[config.mk]
export PLATFORM = sky130hd
export DESIGN_NAME = gpio_port_top
export DESIGN_NICKNAME = d
export VERILOG_FILES = /design/src/core/gpio_pkg.sv /design/src/core/gpio_port_slice.sv /design/src/core/gpio_port_top.sv
export VERILOG_INCLUDE_DIRS = /design/src /design/src/core
export SDC_FILE = /design/constraint.sdc
export NUM_CORES = 1
export LEC_CHECK = 0
export BUFFER_PORTS_ARGS = -buffer_cell sky130_fd_sc_hd__buf_2
export CAP_MARGIN = 20
export CORE_MARGIN = 10
export CORE_UTILIZATION = 55
export DETAILED_ROUTE_END_ITERATION = 7
export PLACE_DENSITY = 0.81
export SYNTH_ARGS = -nofsm -noshare
export SYNTH_HDL_FRONTEND = slang
export SYNTH_SLANG_ARGS = --single-unit
[constraint.sdc]
create_clock -name mclk -period 2.5 [get_ports mclk]
set_input_delay 0.5 -clock mclk [delete_from_list [all_inputs] [get_ports mclk]]
set_output_delay 0.5 -clock mclk [all_outputs]
set_load 0.01 [all_outputs]
[src/core/gpio_defines.svh]
// Behaviour
// - A direction bit of one makes its pin an output and a zero makes it an input.
// - A data read gives the latch bit where the direction bit is one and the live pin level where it is zero.
// - Port 7 data bits 7 and 3 to 0 are not built and always read as one.
// - The timer V output setting overrides the port 7 bit 6 direction bit.
// - A set function-select bit turns port 1 pins 7, 6, 5 into interrupt inputs, ignoring direction.
// - The bit-set instruction reads the whole byte, changes one bit and writes the byte back.
`ifndef GPIO_DEFINES_SVH
`define GPIO_DEFINES_SVH

`define GPIO_ADDR_P1_DIR 4'h0
`define GPIO_ADDR_P1_DATA 4'h1
`define GPIO_ADDR_P1_FSEL 4'h2
`define GPIO_ADDR_P5_DIR 4'h3
`define GPIO_ADDR_P5_DATA 4'h4
`define GPIO_ADDR_P7_DIR 4'h5
`define GPIO_ADDR_P7_DATA 4'h6
`define GPIO_ADDR_BITSET 4'h7
`define GPIO_ADDR_STATUS 4'h8

`define GPIO_P7_IMPL_MASK 8'h70
`define GPIO_P7_TIMER_V_OUTPUT_PIN_BIT 6
`define GPIO_P1_FSEL_MASK 8'hE0
`define GPIO_RST_DIR 8'h00
`define GPIO_RST_LATCH 8'h00
`define GPIO_RST_FSEL 8'h00

`define GPIO_BIT_SET_INSTRUCTION_PORT_LSB 3
`define GPIO_PORT_P1 2'h0
`define GPIO_PORT_P5 2'h1
`define GPIO_PORT_P7 2'h2

`endif

[src/core/gpio_pkg.sv]
package gpio_pkg;

  typedef struct packed {
    logic [3:0] addr;
    logic [7:0] wdata;
    logic wr;
    logic rd;
  } gpio_bus_req_t;

  typedef struct packed {
    logic [7:0] out;
    logic [7:0] oe;
  } gpio_pin_drv_t;

  typedef enum logic [1:0] {
    GPIO_BS_IDLE,
    GPIO_BS_WRITE
  } gpio_bs_state_t;

endpackage : gpio_pkg

[src/core/gpio_port_slice.sv]
`timescale 1ns/1ps
`include "gpio_defines.svh"

module gpio_port_slice #(
  parameter logic [7:0] IMPL_MASK = 8'hFF
) (
  // clock and reset
  input wire logic mclk,
  input wire logic arst_n,
  // register writes
  input wire logic dir_we,
  input wire logic data_we,
  input wire logic [7:0] wdata,
  // direction overrides
  input wire logic [7:0] force_in,
  input wire logic [7:0] force_out,
  // pins
  input wire logic [7:0] pin_in,
  output gpio_pkg::gpio_pin_drv_t drv,
  // readback
  output logic [7:0] dir,
  output logic [7:0] data_view
);

  logic [7:0] dir_q;
  logic [7:0] latch_q;
  logic [7:0] oe_q;
  logic [7:0] out_q;

  always_ff @(posedge mclk or negedge arst_n) begin
    if (!arst_n) begin
      dir_q <= `GPIO_RST_DIR;
    end else if (dir_we) begin
      dir_q <= wdata & IMPL_MASK;
    end
  end

  always_ff @(posedge mclk or negedge arst_n) begin
    if (!arst_n) begin
      latch_q <= `GPIO_RST_LATCH;
    end else if (data_we) begin
      latch_q <= wdata & IMPL_MASK;
    end
  end

  // registered so pins come straight from flops; one cycle after the write
  always_ff @(posedge mclk or negedge arst_n) begin
    if (!arst_n) begin
      oe_q <= 8'h00;
      out_q <= 8'h00;
    end else begin
      oe_q <= ((dir_q & ~force_in) | force_out) & IMPL_MASK;
      out_q <= latch_q & IMPL_MASK;
    end
  end

  assign drv.oe = oe_q;
  assign drv.out = out_q;
  assign dir = dir_q;
  // pin-owned bits show the live level
  assign data_view = ((latch_q & dir_q) | (pin_in & ~dir_q)) & IMPL_MASK;

endmodule : gpio_port_slice

[src/core/gpio_port_top.sv]
`timescale 1ns/1ps
`include "gpio_defines.svh"

module gpio_port_top (
  // clock and reset
  input wire logic mclk,
  input wire logic arst_n,
  // register port
  input wire logic [3:0] reg_addr,
  input wire logic [7:0] reg_wdata,
  input wire logic reg_wr,
  input wire logic reg_rd,
  output logic [7:0] reg_rdata,
  // port 1 pins
  input wire logic [7:0] p1_in,
  output logic [7:0] p1_out,
  output logic [7:0] p1_oe,
  // port 5 pins
  input wire logic [7:0] p5_in,
  output logic [7:0] p5_out,
  output logic [7:0] p5_oe,
  // port 7 pins
  input wire logic [7:0] p7_in,
  output logic [7:0] p7_out,
  output logic [7:0] p7_oe,
  // timer V output shared with port 7 bit 6
  input wire logic timer_v_output_enable,
  input wire logic timer_v_output_pin,
  // alternate inputs from port 1
  output logic ext_interrupt_line_a,
  output logic ext_interrupt_line_b,
  output logic ext_interrupt_line_c,
  output logic timer_v_trigger_in
);

  ////////////////////////////////////////////////////////////////////////////
  // bus decode

  gpio_pkg::gpio_bus_req_t req;
  gpio_pkg::gpio_bs_state_t bs_q;
  logic [7:0] bs_data_q;
  logic [1:0] bs_port_q;
  logic [2:0] bs_bit_q;
  logic bs_busy;

  assign req.addr = reg_addr;
  assign req.wdata = reg_wdata;
  assign req.wr = reg_wr;
  assign req.rd = reg_rd;

  function automatic logic hit(input logic [3:0] a, input logic [3:0] want);
    hit = (a == want);
  endfunction : hit

  logic [7:0] p1_fsel_q;
  logic [7:0] p1_dir, p5_dir, p7_dir;
  logic [7:0] p1_view, p5_view, p7_view;
  logic [7:0] p1_force_in, p7_force_in, p7_force_out;
  logic [7:0] bs_rmw;
  logic p1_dir_we, p1_data_we, p5_dir_we, p5_data_we, p7_dir_we, p7_data_we;
  logic [7:0] p1_wd, p5_wd, p7_wd;
  logic bs_wr_q;

  assign bs_busy = (bs_q == gpio_pkg::GPIO_BS_WRITE);

  ////////////////////////////////////////////////////////////////////////////
  // bit-set sequence: capture read view, then write whole byte

  always_comb begin
    unique case (bs_port_q)
      `GPIO_PORT_P1: bs_rmw = p1_view;
      `GPIO_PORT_P5: bs_rmw = p5_view;
      default: bs_rmw = p7_view | ~`GPIO_P7_IMPL_MASK;
    endcase
  end

  always_ff @(posedge mclk or negedge arst_n) begin
    if (!arst_n) begin
      bs_q <= gpio_pkg::GPIO_BS_IDLE;
      bs_port_q <= `GPIO_PORT_P1;
      bs_bit_q <= 3'h0;
    end else begin
      unique case (bs_q)
        gpio_pkg::GPIO_BS_IDLE: begin
          if (req.wr && hit(req.addr, `GPIO_ADDR_BITSET)) begin
            bs_q <= gpio_pkg::GPIO_BS_WRITE;
            bs_port_q <= req.wdata[`GPIO_BIT_SET_INSTRUCTION_PORT_LSB +: 2];
            bs_bit_q <= req.wdata[2:0];
          end
        end
        gpio_pkg::GPIO_BS_WRITE: begin
          bs_q <= gpio_pkg::GPIO_BS_IDLE;
        end
      endcase
    end
  end

  // the read half sees the pin level one cycle after the request
  always_ff @(posedge mclk or negedge arst_n) begin
    if (!arst_n) begin
      bs_data_q <= 8'h00;
    end else begin
      bs_data_q <= bs_rmw | (8'h01 << bs_bit_q);
    end
  end

  // write half waits one cycle so the byte captured for this request is what lands
  always_ff @(posedge mclk or negedge arst_n) begin
    if (!arst_n) begin
      bs_wr_q <= 1'b0;
    end else begin
      bs_wr_q <= bs_busy;
    end
  end

  // a plain write in the bit-set write cycle wins over the bit-set
  always_comb begin
    p1_dir_we = req.wr && hit(req.addr, `GPIO_ADDR_P1_DIR);
    p5_dir_we = req.wr && hit(req.addr, `GPIO_ADDR_P5_DIR);
    p7_dir_we = req.wr && hit(req.addr, `GPIO_ADDR_P7_DIR);
    p1_data_we = req.wr && hit(req.addr, `GPIO_ADDR_P1_DATA);
    p5_data_we = req.wr && hit(req.addr, `GPIO_ADDR_P5_DATA);
    p7_data_we = req.wr && hit(req.addr, `GPIO_ADDR_P7_DATA);
    p1_wd = req.wdata;
    p5_wd = req.wdata;
    p7_wd = req.wdata;
    if (bs_wr_q && !req.wr) begin
      p1_data_we = (bs_port_q == `GPIO_PORT_P1);
      p5_data_we = (bs_port_q == `GPIO_PORT_P5);
      p7_data_we = (bs_port_q == `GPIO_PORT_P7);
      p1_wd = bs_data_q;
      p5_wd = bs_data_q;
      p7_wd = bs_data_q;
    end
  end

  ////////////////////////////////////////////////////////////////////////////
  // function select and overrides

  always_ff @(posedge mclk or negedge arst_n) begin
    if (!arst_n) begin
      p1_fsel_q <= `GPIO_RST_FSEL;
    end else if (req.wr && hit(req.addr, `GPIO_ADDR_P1_FSEL)) begin
      p1_fsel_q <= req.wdata & `GPIO_P1_FSEL_MASK;
    end
  end

  assign p1_force_in = p1_fsel_q & `GPIO_P1_FSEL_MASK;
  assign p7_force_in = 8'(timer_v_output_enable ? 8'h00 : 8'h00);
  assign p7_force_out = 8'(timer_v_output_enable) << `GPIO_P7_TIMER_V_OUTPUT_PIN_BIT;

  ////////////////////////////////////////////////////////////////////////////
  // ports

  gpio_pkg::gpio_pin_drv_t p1_drv, p5_drv, p7_drv;

  gpio_port_slice #(.IMPL_MASK(8'hFF)) u_p1 (
    .mclk(mclk), .arst_n(arst_n), .dir_we(p1_dir_we), .data_we(p1_data_we),
    .wdata(p1_wd), .force_in(p1_force_in), .force_out(8'h00), .pin_in(p1_in),
    .drv(p1_drv), .dir(p1_dir), .data_view(p1_view)
  );

  gpio_port_slice #(.IMPL_MASK(8'hFF)) u_p5 (
    .mclk(mclk), .arst_n(arst_n), .dir_we(p5_dir_we), .data_we(p5_data_we),
    .wdata(p5_wd), .force_in(8'h00), .force_out(8'h00), .pin_in(p5_in),
    .drv(p5_drv), .dir(p5_dir), .data_view(p5_view)
  );

  gpio_port_slice #(.IMPL_MASK(`GPIO_P7_IMPL_MASK)) u_p7 (
    .mclk(mclk), .arst_n(arst_n), .dir_we(p7_dir_we), .data_we(p7_data_we),
    .wdata(p7_wd), .force_in(p7_force_in), .force_out(p7_force_out), .pin_in(p7_in),
    .drv(p7_drv), .dir(p7_dir), .data_view(p7_view)
  );

  // timer output replaces the latch on the shared pin
  logic timer_v_output_pin_q;
  always_ff @(posedge mclk or negedge arst_n) begin
    if (!arst_n) begin
      timer_v_output_pin_q <= 1'b0;
    end else begin
      timer_v_output_pin_q <= timer_v_output_enable;
    end
  end

  logic timer_v_output_pin_lvl_q;
  always_ff @(posedge mclk or negedge arst_n) begin
    if (!arst_n) begin
      timer_v_output_pin_lvl_q <= 1'b0;
    end else begin
      timer_v_output_pin_lvl_q <= timer_v_output_pin;
    end
  end

  assign p1_out = p1_drv.out;
  assign p1_oe = p1_drv.oe;
  assign p5_out = p5_drv.out;
  assign p5_oe = p5_drv.oe;
  always_comb begin
    p7_out = p7_drv.out;
    p7_out[`GPIO_P7_TIMER_V_OUTPUT_PIN_BIT] = timer_v_output_pin_q ? timer_v_output_pin_lvl_q : p7_drv.out[`GPIO_P7_TIMER_V_OUTPUT_PIN_BIT];
  end
  assign p7_oe = p7_drv.oe;

  ////////////////////////////////////////////////////////////////////////////
  // alternate inputs, gated by function select

  always_ff @(posedge mclk or negedge arst_n) begin
    if (!arst_n) begin
      ext_interrupt_line_a <= 1'b0;
      ext_interrupt_line_b <= 1'b0;
      ext_interrupt_line_c <= 1'b0;
      timer_v_trigger_in <= 1'b0;
    end else begin
      ext_interrupt_line_a <= p1_fsel_q[5] & p1_in[5];
      ext_interrupt_line_b <= p1_fsel_q[6] & p1_in[6];
      ext_interrupt_line_c <= p1_fsel_q[7] & p1_in[7];
      timer_v_trigger_in <= p1_fsel_q[7] & p1_in[7];
    end
  end

  ////////////////////////////////////////////////////////////////////////////
  // read data, one cycle after the strobe

  always_ff @(posedge mclk or negedge arst_n) begin
    if (!arst_n) begin
      reg_rdata <= 8'h00;
    end else if (req.rd) begin
      unique case (req.addr)
        `GPIO_ADDR_P1_DATA: reg_rdata <= p1_view;
        `GPIO_ADDR_P5_DATA: reg_rdata <= p5_view;
        `GPIO_ADDR_P7_DATA: reg_rdata <= p7_view | ~`GPIO_P7_IMPL_MASK;
        `GPIO_ADDR_P1_FSEL: reg_rdata <= p1_fsel_q;
        `GPIO_ADDR_STATUS: reg_rdata <= {7'h00, bs_busy};
        default: reg_rdata <= 8'h00;
      endcase
    end else begin
      reg_rdata <= 8'h00;
    end
  end

endmodule : gpio_port_top

==> summary.txt <==
STA
  – WHS: 103 ps
  – Final setup violation count: 0
  – Fin crit period: 1850 ps
  – Final Slew Violations: 0
  – Final Hold Vio Count: 0
  – Highest clock rate: 0.542 GHz
  – Fin crit share: 0.738
  – Worst Clk Skew: 11.6 ps
  – Worst slew pin tran: 795 ps
  – Setup TNS: 0 ps
  – Max-slew headroom: 0.468
  – RSZ-0062 raised after global routing: false

Placed design
  – Post-DP HPWL: 6950 um
  – Placer congestion estimate: 0.864
  – Port-buffer cells: 86
  – Area after DPL: 4820 um2

Detailed routing
  – Routed WL per cell: 19.7 um
  – Drt via density: 5.52
  – First DRT Iteration DRCs: 147
  – DRC Markers: 0
  – Pre-antenna DRT Iters: 4
  – DRT antenna net count: 0
  – Via Count: 2663
  – Drt total wl: 9490 um

Setup path
  – CP endpoint kind: flop
  – WP data required: 2760 ps
  – Slowest stage cell, crit path: nor2b_2
  – Crit path max fanout: 11
  – CP arrival: 2110 ps
  – Max incr delay on CP: 650 ps
  – Cells along the critical path: nor2b_2, mux2_2, mux2_2
  – Crit path kind: reg -> reg
  – Most Frequent Cell on Critical Path: mux2_2
  – CP Launch Type: flop

Yosys
  – Synthesis Warnings: 0
  – Synthesized area: 4340 um2
  – Post-synth EDFFs: 0
  – Post-synthesis sequential area ratio: 0.617
  – Ys flop type: dfrtp_1
  – FFs w/ async S/R, synth: 1.00
  – Post-Syn Area per Cell: 15.0 um2
  – Post-Synthesis Cells: 289
  – Synth top area share: 0.617
  – Seq cells post-synth: 107
  – Synth unique cells: 40
  – Synth area leader: dfrtp_1
  – Largest cells by area after synthesis: dfrtp_1 62%, mux2_2 19%, buf_4 3.1%

Finish
  – Share of layout cells above drive strength 1: 0.500
  – Finished Cell Area: 5000 um2
  – Diode count: 0
  – Area grow syn2layout: 15.2%
  – Most frequent cells in the layout: 107 x dfrtp_1, 85 x buf_2, 74 x mux2_2, 10 x conb_1, 10 x clkbuf_8
  – Commonest non-fill, non-tap cell in the layout: dfrtp_1
  – Final net count: 417

Global routing
  – Met1 usage: 0.204
  – Number of global-route vias before repair: 2799
  – M2 GR Usage: 0.250
  – Met3 Usage GRT: 0.0631
  – Largest net degree at the start of global routing: 48
  – Global route total overflow: 0
  – Initial antenna violation count: 0
  – GRT Overall Usage: 0.164
  – First-pass GRT wire length: 14900 um
  – Top Usage Layer GRT: met2

Clocking
  – Clk buf depth: 2
  – TritonCTS Sinks: 107
  – Clock latency on the worst-skew pair: 370 ps
  – # resized after CTS: 0
  – CTS tree: yes
  – Clock slew at reported path FFs: 100 ps
  – H-tree levels: 3
  – CTS Buf Count: 9
  – Post-CTS setup buffers: 0
  – Hold bufs inserted after CTS: 0
  – Root Buffer: clkbuf_8

Min path
  – Worst hold path type: in -> async

Floorplan
  – Die area: 11900 um2
  – CORE AREA: 7690 um2
  – Initial Utilization: 0.565
  – Cell Rows: 32
  – Ports: 102
  – DIE HEIGHT: 109 um
  – Horizontal die dimension: 109 um

Pwr
  – Leak: 0.00234 uW
  – PwrDens: 838 nW/um2
  – Worst vdd ir: 380 uV
  – Final Power: 4200 uW

Status
  – Status: completed

Flow run
  – Max-Cap Viols: 0
stage by stage:
step                      cells   util  setup slack, ps
final                       482  0.651              654
after global routing        482  0.651              610
after CTS                   482  0.651              660
after detailed placement    466  0.627              314
after global placement      466  0.627              350
after floorplan             298      -              673
where the power goes:
| group | total [uW] | switching [uW] | internal (uW) |
|---|---|---|---|
| registers | 2330 | 210 | 2120 |
| clock network | 983 | 579 | 404 |
| logic | 882 | 440 | 442 |
Yosys cell counts, types with 2 or more instances:
| master | count |
|---|---|
| a211oi_1 | 3 |
| a221oi_1 | 7 |
| a22oi_1 | 4 |
| a32oi_1 | 7 |
| a32oi_4 | 2 |
| and2_1 | 3 |
| buf_2 | 5 |
| buf_4 | 18 |
| clkbuf_1 | 2 |
| dfrtp_1 | 107 |
| inv_1 | 5 |
| mux2_2 | 74 |
| mux2i_1 | 7 |
| nand2_1 | 5 |
| nand3_1 | 3 |
| nand3b_1 | 2 |
| nor2_1 | 3 |
| nor2b_1 | 4 |
| o21ai_0 | 4 |
| o311ai_0 | 4 |
area by class of cell:
| class | count | area (um2) |
|---|---|---|
| repair buffers | 93 | 498 |
| inverters | 6 | 22.5 |
| multi-input cells | 158 | 1490 |
| well taps | 102 | 128 |
| fillers | 594 | 2680 |
| clock buffers | 11 | 141 |
| clock inverters | 5 | 45.0 |
| flip-flops and latches | 107 | 2680 |
cells by family after synthesis:
| logic type | Yosys count | synth area share |
|---|---|---|
| flip-flops | 107 | 0.617 |
| multiplexers | 81 | 0.208 |
| AO/OA/AOI/OAI | 35 | 0.0740 |
| buffers and inverters | 33 | 0.0475 |
| AND/OR/NAND/NOR | 32 | 0.0530 |
| other | 1 | 0.000863 |
worst paths after layout:
path	startpoint	end	slack, ps	depth (start not counted)
max reg2reg	bs_wr_q	u_p5.dir[6]	650	3
max	bs_wr_q	u_p5.dir[6]	650	3
min	arst_n	u_p5.latch_q[4]	100	1
min in group mclk	timer_v_output_pin	timer_v_output_pin_lvl_q	230	1
min reg2reg	u_p1.latch_q[4]	u_p1.out_q[4]	400	0
max in group asynchronous	arst_n	bs_bit_q[0]	1770	2
layer usage:
| metal | routed length [um] | up-vias |
|---|---|---|
| met5 | 0 | - |
| met4 | 234 | 0 |
| met3 | 858 | 20 |
| met2 | 4440 | 100 |
| met1 | 3950 | 1340 |
| li1 | - | 1203 |
worst max-delay path, delay by kind of cell (launching register included):
kind,cells,cell delay [ps]
and+or+nand+nor,1,650
muxes,2,760
DFF,1,330
Note: power is estimated with default switching activity, not from simulation.
